## src/logic/aer_pkg.sv

```systemverilog
package aer_pkg;
	// ===========================================================
	// Register byte offsets
	localparam logic [11:0] AER_OFF_CORR_STATUS = 12'h0110;
	localparam logic [11:0] AER_OFF_CORR_MASK = 12'h0114;
	localparam logic [11:0] AER_OFF_ERR_CTL = 12'h0118;
	localparam logic [11:0] AER_OFF_HDR_LOG0 = 12'h011c;
	localparam logic [11:0] AER_OFF_HDR_LOG1 = 12'h0120;
	localparam logic [11:0] AER_OFF_HDR_LOG2 = 12'h0124;
	localparam logic [11:0] AER_OFF_HDR_LOG3 = 12'h0128;
	localparam logic [11:0] AER_OFF_SER_HDR = 12'h0180;
	localparam logic [11:0] AER_OFF_SER_LO = 12'h0184;
	localparam logic [11:0] AER_OFF_SER_HI = 12'h0188;
	localparam logic [11:0] AER_OFF_VC_HDR = 12'h0200;
	localparam logic [11:0] AER_OFF_VC_CAP1 = 12'h0204;
	localparam logic [11:0] AER_OFF_LOCK = 12'h0300;
	localparam logic [11:0] AER_OFF_IRQ_MASK = 12'h0304;
	// ===========================================================
	// Field layouts and reset values
	localparam logic [31:0] AER_CORR_IMPL = 32'h0000_31c1;
	localparam logic [31:0] AER_CORR_MASK_RST = 32'h0000_2000;
	localparam int AER_FEP_MSB = 4;
	localparam int AER_GEN_CAP_BIT = 5;
	localparam int AER_GEN_EN_BIT = 6;
	localparam int AER_CHK_CAP_BIT = 7;
	localparam int AER_CHK_EN_BIT = 8;
	localparam logic [15:0] AER_SER_CAP_ID = 16'h0003;
	localparam logic [15:0] AER_VC_CAP_ID = 16'h0002;
	localparam logic [3:0] AER_CAP_VER = 4'h1;
	localparam logic [11:0] AER_NEXT_RST = 12'h000;
	localparam logic [2:0] AER_EXTRA_VC = 3'h0;
	localparam logic [31:0] AER_UNMAPPED = 32'h0000_0000;
endpackage

```

## src/logic/aer_regs.sv

```systemverilog
// Notes on behaviour
// - Set mask bit suppresses correctable event reporting
// - Masks sticky RW, zero reset, advisory resets one
// - Read-only sticky first error index field
// - Gen/check capable bits default one, lockable
// - Generation enable bit drives ECRC append
// - Check enable bit drives ECRC verification
// - Four header words logged on first error
// - Serial header reads ID 3, version 1
// - Serial number two lockable sticky halves
// - VC header reads ID 2, version 1
// - VC next link defaults zero, lockable
// - Extra channel count reads zero
// - Status bits set by event, write-one clear
//
// Our own choice: the Avalon-MM slave port.
`timescale 1ns/1ps
`default_nettype none
module aer_regs
	import aer_pkg::*;
(
	input wire logic mclk,
	input wire logic arst_n,
	input wire logic hot_rst_n,
	input wire logic clk_en,
	input wire logic [11:0] avs_address,
	input wire logic avs_read,
	input wire logic avs_write,
	input wire logic [31:0] avs_writedata,
	input wire logic [3:0] avs_byteenable,
	output logic [31:0] avs_readdata,
	output logic avs_waitrequest,
	input wire logic receiver_fault,
	input wire logic corrupt_packet,
	input wire logic corrupt_link_packet,
	input wire logic replay_number_wrap,
	input wire logic replay_timer_expiry,
	input wire logic advisory_nonfatal,
	input wire logic uncorr_event,
	input wire logic [4:0] uncorr_index,
	input wire logic [127:0] uncorr_header,
	output logic corr_report,
	output logic e2e_crc_gen_enable,
	output logic e2e_crc_check_enable,
	output logic irq
);
	// ===========================================================
	// Bus decode
	logic [31:0] corr_status_r;
	logic [31:0] corr_mask_r;
	logic [4:0] first_error_index_r;
	logic log_valid_r;
	logic gen_cap_r, chk_cap_r, gen_en_r, chk_en_r;
	logic [31:0] hdr_log_r [4];
	logic [11:0] ser_next_r, vc_next_r;
	logic [31:0] ser_lo_r, ser_hi_r;
	logic lock_r;
	logic [31:0] irq_mask_r;
	logic ack_r;
	logic [31:0] rdata_nxt;
	logic [31:0] wmask;
	logic [31:0] corr_evt;
	logic wr, rd;

	function automatic logic [31:0] merge(input logic [31:0] old,
		input logic [31:0] nw, input logic [31:0] m);
		merge = (old & ~m) | (nw & m);
	endfunction

	function automatic logic hit(input logic [11:0] a, input logic [11:0] o);
		hit = (a == o);
	endfunction

	assign wmask = {{8{avs_byteenable[3]}}, {8{avs_byteenable[2]}},
		{8{avs_byteenable[1]}}, {8{avs_byteenable[0]}}};
	// One wait cycle per access while clk_en is high, answered on the second edge
	assign avs_waitrequest = (avs_read | avs_write) & ~ack_r;
	assign wr = avs_write & ack_r & clk_en;
	assign rd = avs_read & ~ack_r & clk_en;

	always_ff @(posedge mclk or negedge arst_n) begin
		if (!arst_n) begin
			ack_r <= 1'b0;
		end else if (clk_en) begin
			ack_r <= (avs_read | avs_write) & ~ack_r;
		end
	end

	// ===========================================================
	// Correctable status and mask
	assign corr_evt = {18'h0_0000, advisory_nonfatal, replay_timer_expiry,
		3'h0, replay_number_wrap, corrupt_link_packet, corrupt_packet,
		5'h00, receiver_fault};

	// Sticky: only the power-on reset clears it; set beats clear
	always_ff @(posedge mclk or negedge arst_n) begin
		if (!arst_n) begin
			corr_status_r <= 32'h0000_0000;
		end else if (clk_en) begin
			corr_status_r <= ((corr_status_r & ~((wr &&
				hit(avs_address, AER_OFF_CORR_STATUS)) ?
				(avs_writedata & wmask) : 32'h0000_0000)) | corr_evt)
				& AER_CORR_IMPL;
		end
	end

	always_ff @(posedge mclk or negedge arst_n) begin
		if (!arst_n) begin
			corr_mask_r <= AER_CORR_MASK_RST;
		end else if (clk_en && wr && hit(avs_address, AER_OFF_CORR_MASK)) begin
			corr_mask_r <= merge(corr_mask_r, avs_writedata, wmask)
				& AER_CORR_IMPL;
		end
	end

	// Masked events still log status but never report
	assign corr_report = |(corr_evt & ~corr_mask_r);

	// ===========================================================
	// Error control and header log
	always_ff @(posedge mclk or negedge arst_n) begin
		if (!arst_n) begin
			gen_en_r <= 1'b0;
			chk_en_r <= 1'b0;
		end else if (clk_en && wr && hit(avs_address, AER_OFF_ERR_CTL)
			&& avs_byteenable[AER_CHK_EN_BIT / 8] ) begin
			gen_en_r <= avs_writedata[AER_GEN_EN_BIT];
			chk_en_r <= avs_writedata[AER_CHK_EN_BIT];
		end
	end

	// Capability bits live with the hot-reset domain
	always_ff @(posedge mclk or negedge arst_n) begin
		if (!arst_n) begin
			gen_cap_r <= 1'b1;
			chk_cap_r <= 1'b1;
		end else if (clk_en) begin
			if (!hot_rst_n) begin
				gen_cap_r <= 1'b1;
				chk_cap_r <= 1'b1;
			end else if (wr && !lock_r && avs_byteenable[0]
				&& hit(avs_address, AER_OFF_ERR_CTL)) begin
				gen_cap_r <= avs_writedata[AER_GEN_CAP_BIT];
				chk_cap_r <= avs_writedata[AER_CHK_CAP_BIT];
			end
		end
	end

	assign e2e_crc_gen_enable = gen_en_r;
	assign e2e_crc_check_enable = chk_en_r;

	// First error only; log rearms once software writes all ones to the pointer field
	always_ff @(posedge mclk or negedge arst_n) begin
		if (!arst_n) begin
			log_valid_r <= 1'b0;
			first_error_index_r <= 5'h00;
			for (int i = 0; i < 4; i++) begin
				hdr_log_r[i] <= 32'h0000_0000;
			end
		end else if (clk_en) begin
			if (uncorr_event && !log_valid_r) begin
				log_valid_r <= 1'b1;
				first_error_index_r <= uncorr_index;
				for (int i = 0; i < 4; i++) begin
					hdr_log_r[i] <= uncorr_header[32*i +: 32];
				end
			end else if (wr && hit(avs_address, AER_OFF_ERR_CTL)
				&& avs_byteenable[0] && avs_writedata[AER_FEP_MSB:0] == 5'h1f) begin
				log_valid_r <= 1'b0;
			end
		end
	end

	// ===========================================================
	// Serial number and VC headers
	always_ff @(posedge mclk or negedge arst_n) begin
		if (!arst_n) begin
			ser_lo_r <= 32'h0000_0000;
			ser_hi_r <= 32'h0000_0000;
		end else if (clk_en && wr && !lock_r) begin
			if (hit(avs_address, AER_OFF_SER_LO)) begin
				ser_lo_r <= merge(ser_lo_r, avs_writedata, wmask);
			end
			if (hit(avs_address, AER_OFF_SER_HI)) begin
				ser_hi_r <= merge(ser_hi_r, avs_writedata, wmask);
			end
		end
	end

	always_ff @(posedge mclk or negedge arst_n) begin
		if (!arst_n) begin
			ser_next_r <= AER_NEXT_RST;
			vc_next_r <= AER_NEXT_RST;
		end else if (clk_en) begin
			if (!hot_rst_n) begin
				ser_next_r <= AER_NEXT_RST;
				vc_next_r <= AER_NEXT_RST;
			end else if (wr && !lock_r && avs_byteenable[3]) begin
				if (hit(avs_address, AER_OFF_SER_HDR)) begin
					ser_next_r <= avs_writedata[31:20];
				end
				if (hit(avs_address, AER_OFF_VC_HDR)) begin
					vc_next_r <= avs_writedata[31:20];
				end
			end
		end
	end

	// ===========================================================
	// Lock and interrupt
	always_ff @(posedge mclk or negedge arst_n) begin
		if (!arst_n) begin
			lock_r <= 1'b0;
			irq_mask_r <= 32'h0000_0000;
		end else if (clk_en && wr && avs_byteenable[0]) begin
			if (hit(avs_address, AER_OFF_LOCK)) begin
				lock_r <= avs_writedata[0];
			end
			if (hit(avs_address, AER_OFF_IRQ_MASK)) begin
				irq_mask_r <= merge(irq_mask_r, avs_writedata, wmask)
					& AER_CORR_IMPL;
			end
		end
	end

	// Interrupt follows status only; mask register chooses sources
	assign irq = |(corr_status_r & irq_mask_r);

	// ===========================================================
	// Read mux
	always_comb begin
		rdata_nxt = AER_UNMAPPED;
		unique case (avs_address)
			AER_OFF_CORR_STATUS: rdata_nxt = corr_status_r;
			AER_OFF_CORR_MASK: rdata_nxt = corr_mask_r;
			AER_OFF_ERR_CTL: rdata_nxt = {23'h00_0000, chk_en_r, chk_cap_r,
				gen_en_r, gen_cap_r, first_error_index_r};
			AER_OFF_HDR_LOG0: rdata_nxt = hdr_log_r[0];
			AER_OFF_HDR_LOG1: rdata_nxt = hdr_log_r[1];
			AER_OFF_HDR_LOG2: rdata_nxt = hdr_log_r[2];
			AER_OFF_HDR_LOG3: rdata_nxt = hdr_log_r[3];
			AER_OFF_SER_HDR: rdata_nxt = {ser_next_r, AER_CAP_VER,
				AER_SER_CAP_ID};
			AER_OFF_SER_LO: rdata_nxt = ser_lo_r;
			AER_OFF_SER_HI: rdata_nxt = ser_hi_r;
			AER_OFF_VC_HDR: rdata_nxt = {vc_next_r, AER_CAP_VER,
				AER_VC_CAP_ID};
			AER_OFF_VC_CAP1: rdata_nxt = {29'h0000_0000,
				AER_EXTRA_VC};
			AER_OFF_LOCK: rdata_nxt = {31'h0000_0000, lock_r};
			AER_OFF_IRQ_MASK: rdata_nxt = irq_mask_r;
			default: rdata_nxt = AER_UNMAPPED;
		endcase
	end

	always_ff @(posedge mclk or negedge arst_n) begin
		if (!arst_n) begin
			avs_readdata <= 32'h0000_0000;
		end else if (rd) begin
			avs_readdata <= rdata_nxt;
		end
	end
endmodule
`default_nettype wire

```

## config.mk

```make
export PLATFORM = sky130hd
export DESIGN_NAME = aer_regs
export DESIGN_NICKNAME = d
export VERILOG_FILES = /design/src/logic/aer_pkg.sv /design/src/logic/aer_regs.sv
export SDC_FILE = /design/constraint.sdc
export NUM_CORES = 1
export LEC_CHECK = 0
export ABC_AREA = 1
export BUFFER_PORTS_ARGS = -buffer_cell sky130_fd_sc_hd__buf_2
export CAP_MARGIN = 5
export CORE_ASPECT_RATIO = 1.5
export CORE_UTILIZATION = 55
export CTS_BUF_LIST = sky130_fd_sc_hd__clkbuf_8
export DETAILED_ROUTE_END_ITERATION = 7
export PLACE_DENSITY = 0.87
export SETUP_SLACK_MARGIN = 0.1
export SLEW_MARGIN = 20
export SYNTH_ARGS = -nofsm -noshare
export SYNTH_HDL_FRONTEND = slang
export SYNTH_SLANG_ARGS = --single-unit
```

## constraint.sdc

```tcl
create_clock -name mclk -period 2 [get_ports mclk]
set_input_delay 0.3 -clock mclk [delete_from_list [all_inputs] [get_ports mclk]]
set_output_delay 0.3 -clock mclk [all_outputs]
set_load 0.02 [all_outputs]
```

==> flow_summary_export.csv <==
group,metric,value,unit
final_layout,area_delta_synth_final,29.13,%
timing,slew_viol_final,0,
worst_setup_path,critPathLaunchType,"register",
timing,post-route-period-util,94.49,%
cts,numCtsBuffers,43,
detailed_routing,first_pass_iters,5,
power,total_power_per_unit_cell_area,874.2,nW/um^2
timing,finClkSkew,0.03720,ns
place,placed_cells_incl_taps,1983,
grt,grt_overflow_total,0,
timing,max_freq,0.5292,GHz
timing,maxSlewHeadroom,38.14,%
cts,cts_buffer_depth,3,
worst_setup_path,reg2reg_from,"ack_r$_DFFE_PN0P_",
place,portBuffers,230,
detailed_routing,routed-via-count,12560,
min_path,holdCritPathClass,"primary input to register",
timing,rsz0062_at_grt,"true",
synth,synth-warning-count,0,
worst_setup_path,register_to_register_path_setup_slack,0.26,ns
worst_setup_path,worstSetupStartpoint,"corr_status_r[13]$_DFFE_PN0P_",
worst_setup_path,endpoint,"irq",
worst_setup_path,peak_per_stage_delay_on_the_critical_path,0.43,ns
final_layout,drive_gt1_share,27.51,%
place,globalplace.congestion,0.9574,
place,hpwl,29310,microns
timing,finalCriticalPeriod,1.890,ns
grt,grt_max_degree,86,
worst_setup_path,timing.critical_path.fanout_max,3,
grt,first_global_vias,13100,
flow_run,maxCapViolCount,0,
detailed_routing,routed_wl,46470,microns
worst_setup_path,timing.critical_path.arrival,1.59,ns
die,rows,69,
final_layout,post-route-cell-area,17070,sq um
power,p_leak,0.008744,uW
synth,synth.lib_cells_used.distinct,32,
worst_setup_path,critical-path-top-delay-family,"flip-flops",
cts,cts.clk_slew.worst_paths,0.06,ns
detailed_routing,average_wire_length_per_cell_after_detail_routing,21.17,microns
worst_setup_path,crit_path_cell_chain,"a221oi_2, nand3_1, buf_6",
die,fp.dieW,128.6,microns
grt,antenna_found_initial,5,
final_layout,nets,2033,
cts,clock-root-buffer,"sky130_fd_sc_hd__clkbuf_8",
cts,number_of_clock_sinks,278,
synth,post_synth.cell_area_avg,9.073,sq um
grt,grt_first_pass_wirelength,70540,microns
timing,finalSetupTns,0,ns
worst_setup_path,crit_required,1.70,ns
die,fp.dieArea,24670,sq um
die,floorplan.die.height,191.9,microns
worst_setup_path,worst-r2r-cell-count,7,
place,placedInstanceArea,14880,sq um
detailed_routing,dr.first_iter.drc_count,1182,
die,boundaryPins,231,
grt,grt_usage,38.44,%
timing,setup_viol,0,
worst_setup_path,timing.critical_path.depth,3,
timing,worst_slew_pin_tran,0.9196,ns
outcome,status,"finished clean",
cts,tritoncts,"yes",
die,core_area,23660,sq um
cts,htree_levels,2,
synth,ys_ff_latch,278,
detailed_routing,ant_nets_after_route,0,
die,initial_core_util,55.88,%
synth,mappedNetlistArea,13220,sq um
detailed_routing,vias_per_cell,5.720,
final_layout,stdcell_count,2195,
power,post-layout-total-power,14920,uW
worst_setup_path,critical_path.n_buffers_inverters,1,
worst_setup_path,endpoint_kind,"output port",
detailed_routing,drcViolationCount,0,
power,power.ir.vdd_worst,0.6657,mV
worst_setup_path,criticalPathCategory,"register to output port",
synth,syn_inst,1457,
worst_setup_path,crit_slowest_cell,"sky130_fd_sc_hd__dfrtp_1",
synth,synthesis.nets,1651,
timing,timing_hold_violations_final,0,
cts,worst_skew_pair.late_latency,0.59,ns
synth,ys_seq_area_share,52.65,%
power breakdown:
group	internal, uW	switching, uW	total (uW)	leakage (uW)
clock	2510	2370	4880	0.000509
sequential	6900	859	7760	0.00352
combinational	1290	992	2280	0.00471
layout make-up:
type	count	area (sq um)
sequential	278	6960
tap	319	399.1
inverter	99	374.1
clock buffer	52	715.7
clock inverter	26	151.4
fill	1669	6585
antenna	4	10.01
timing repair buffer	404	2954
multi-input combinational	1013	5505
worst reg2reg max path: stages, from the launching register on:
cell and delay [ns]:
sky130_fd_sc_hd__dfrtp_1 0.44, sky130_fd_sc_hd__nand3_2 0.16, sky130_fd_sc_hd__inv_2 0.11, sky130_fd_sc_hd__nand2_2 0.09
sky130_fd_sc_hd__inv_2 0.17, sky130_fd_sc_hd__nand3_2 0.37, sky130_fd_sc_hd__nand2_1 0.19, sky130_fd_sc_hd__o21ai_1 0.09
worst min path at each step:
stage | slack (ns) | endpoint | depth (start not counted) | start
6_report | 0.01 | register | 3 | avs_writedata[9]
3_5_place_dp | 0.17 | hdr_log_r[9]$_DFFE_PN0P_ | 1 | arst_n
5_1_grt | 0.02 | register | 3 | avs_writedata[10]
3_3_place_gp | 0.17 | hdr_log_r[9]$_DFFE_PN0P_ | 1 | arst_n
4_1_cts | 0.0009 | corr_status_r[7]$_DFFE_PN0P_ | 3 | corrupt_link_packet
2_1_floorplan | 0.004 | asynchronous set/reset pin | 0 | arst_n
cells by family (layout without fill, tap and decap cells):
logic type,Yosys count,in the layout,share of synthesized area (%)
AOI/OAI and AO/OA,130,130,5.054
buffers and inverters,166,581,5.925
DFF,278,278,52.66
muxes,128,128,10.90
other,0,4,0
and+or+nand+nor,755,755,25.46
stage by stage:
step | hold WS [ns] | worst slack [ns] | utilization (%)
2_1_floorplan | 0.004409 | 0.5762 | -
3_5_place_dp | 0.1701 | 0.03409 | 62.89
6_report | 0.01001 | 0.1102 | 72.16
4_1_cts | 0.0008798 | 0.1218 | 72.02
3_3_place_gp | 0.1715 | 0.08519 | 62.89
5_1_grt | 0.01563 | 0.009792 | 72.15
metal layers:
metal	part of all wire [%]	wire length [microns]	GRT usage (%)
met5	0.028	13	0
met4	9.6	4449	34.43
met3	7.6	3552	8.217
met2	49	22940	64.32
met1	33	15510	40.52
repair_timing:
action,in CTS,in global routing
endpoints found under the hold margin,399,0
resized for setup,1,4
hold buffers,127,0
setup endpoints to repair,1,14
pin swaps,1,3
setup buffers,2,1
synthesized netlist by cell type, drive strengths merged:
cell type  instances  area share, %
a21boi             2           0.11
a21oi              7           0.26
a221oi             1          0.066
and3               2          0.095
buf               55            2.8
clkbuf            12           0.34
dfrtp            275             52
dfstp              3           0.60
inv               99            2.8
mux2             128             11
nand2            417             12
nand3            206            8.1
nand3b            20            1.1
nand4              2          0.095
nor2             105            3.8
nor3               3           0.15
o21ai            116            4.4
o221ai             1          0.066
o22ai              2          0.095
o31ai              1          0.057
cell usage in the layout (no fill, tap or decap), types with 3 or more instances in the layout:
master / instances
sky130_fd_sc_hd__nand3b_1: 20
sky130_fd_sc_hd__o21ai_1: 58
sky130_fd_sc_hd__buf_2: 228
sky130_fd_sc_hd__dfrtp_1: 275
sky130_fd_sc_hd__dlygate4sd3_1: 127
sky130_fd_sc_hd__nand3_1: 198
sky130_fd_sc_hd__nand3_2: 8
sky130_fd_sc_hd__clkbuf_8: 52
sky130_fd_sc_hd__dfstp_2: 3
sky130_fd_sc_hd__buf_12: 13
sky130_fd_sc_hd__nand2_2: 6
sky130_fd_sc_hd__buf_4: 34
sky130_fd_sc_hd__diode_2: 4
sky130_fd_sc_hd__clkinv_2: 8
sky130_fd_sc_hd__o21ai_0: 58
sky130_fd_sc_hd__nor2_1: 87
sky130_fd_sc_hd__inv_2: 4
sky130_fd_sc_hd__nor2_2: 8
sky130_fd_sc_hd__nand2_4: 4
sky130_fd_sc_hd__mux2_2: 128
sky130_fd_sc_hd__nand2_1: 407
sky130_fd_sc_hd__inv_1: 108
sky130_fd_sc_hd__a21oi_1: 7
sky130_fd_sc_hd__nor2_4: 8
(Power assumes the default switching activity.)
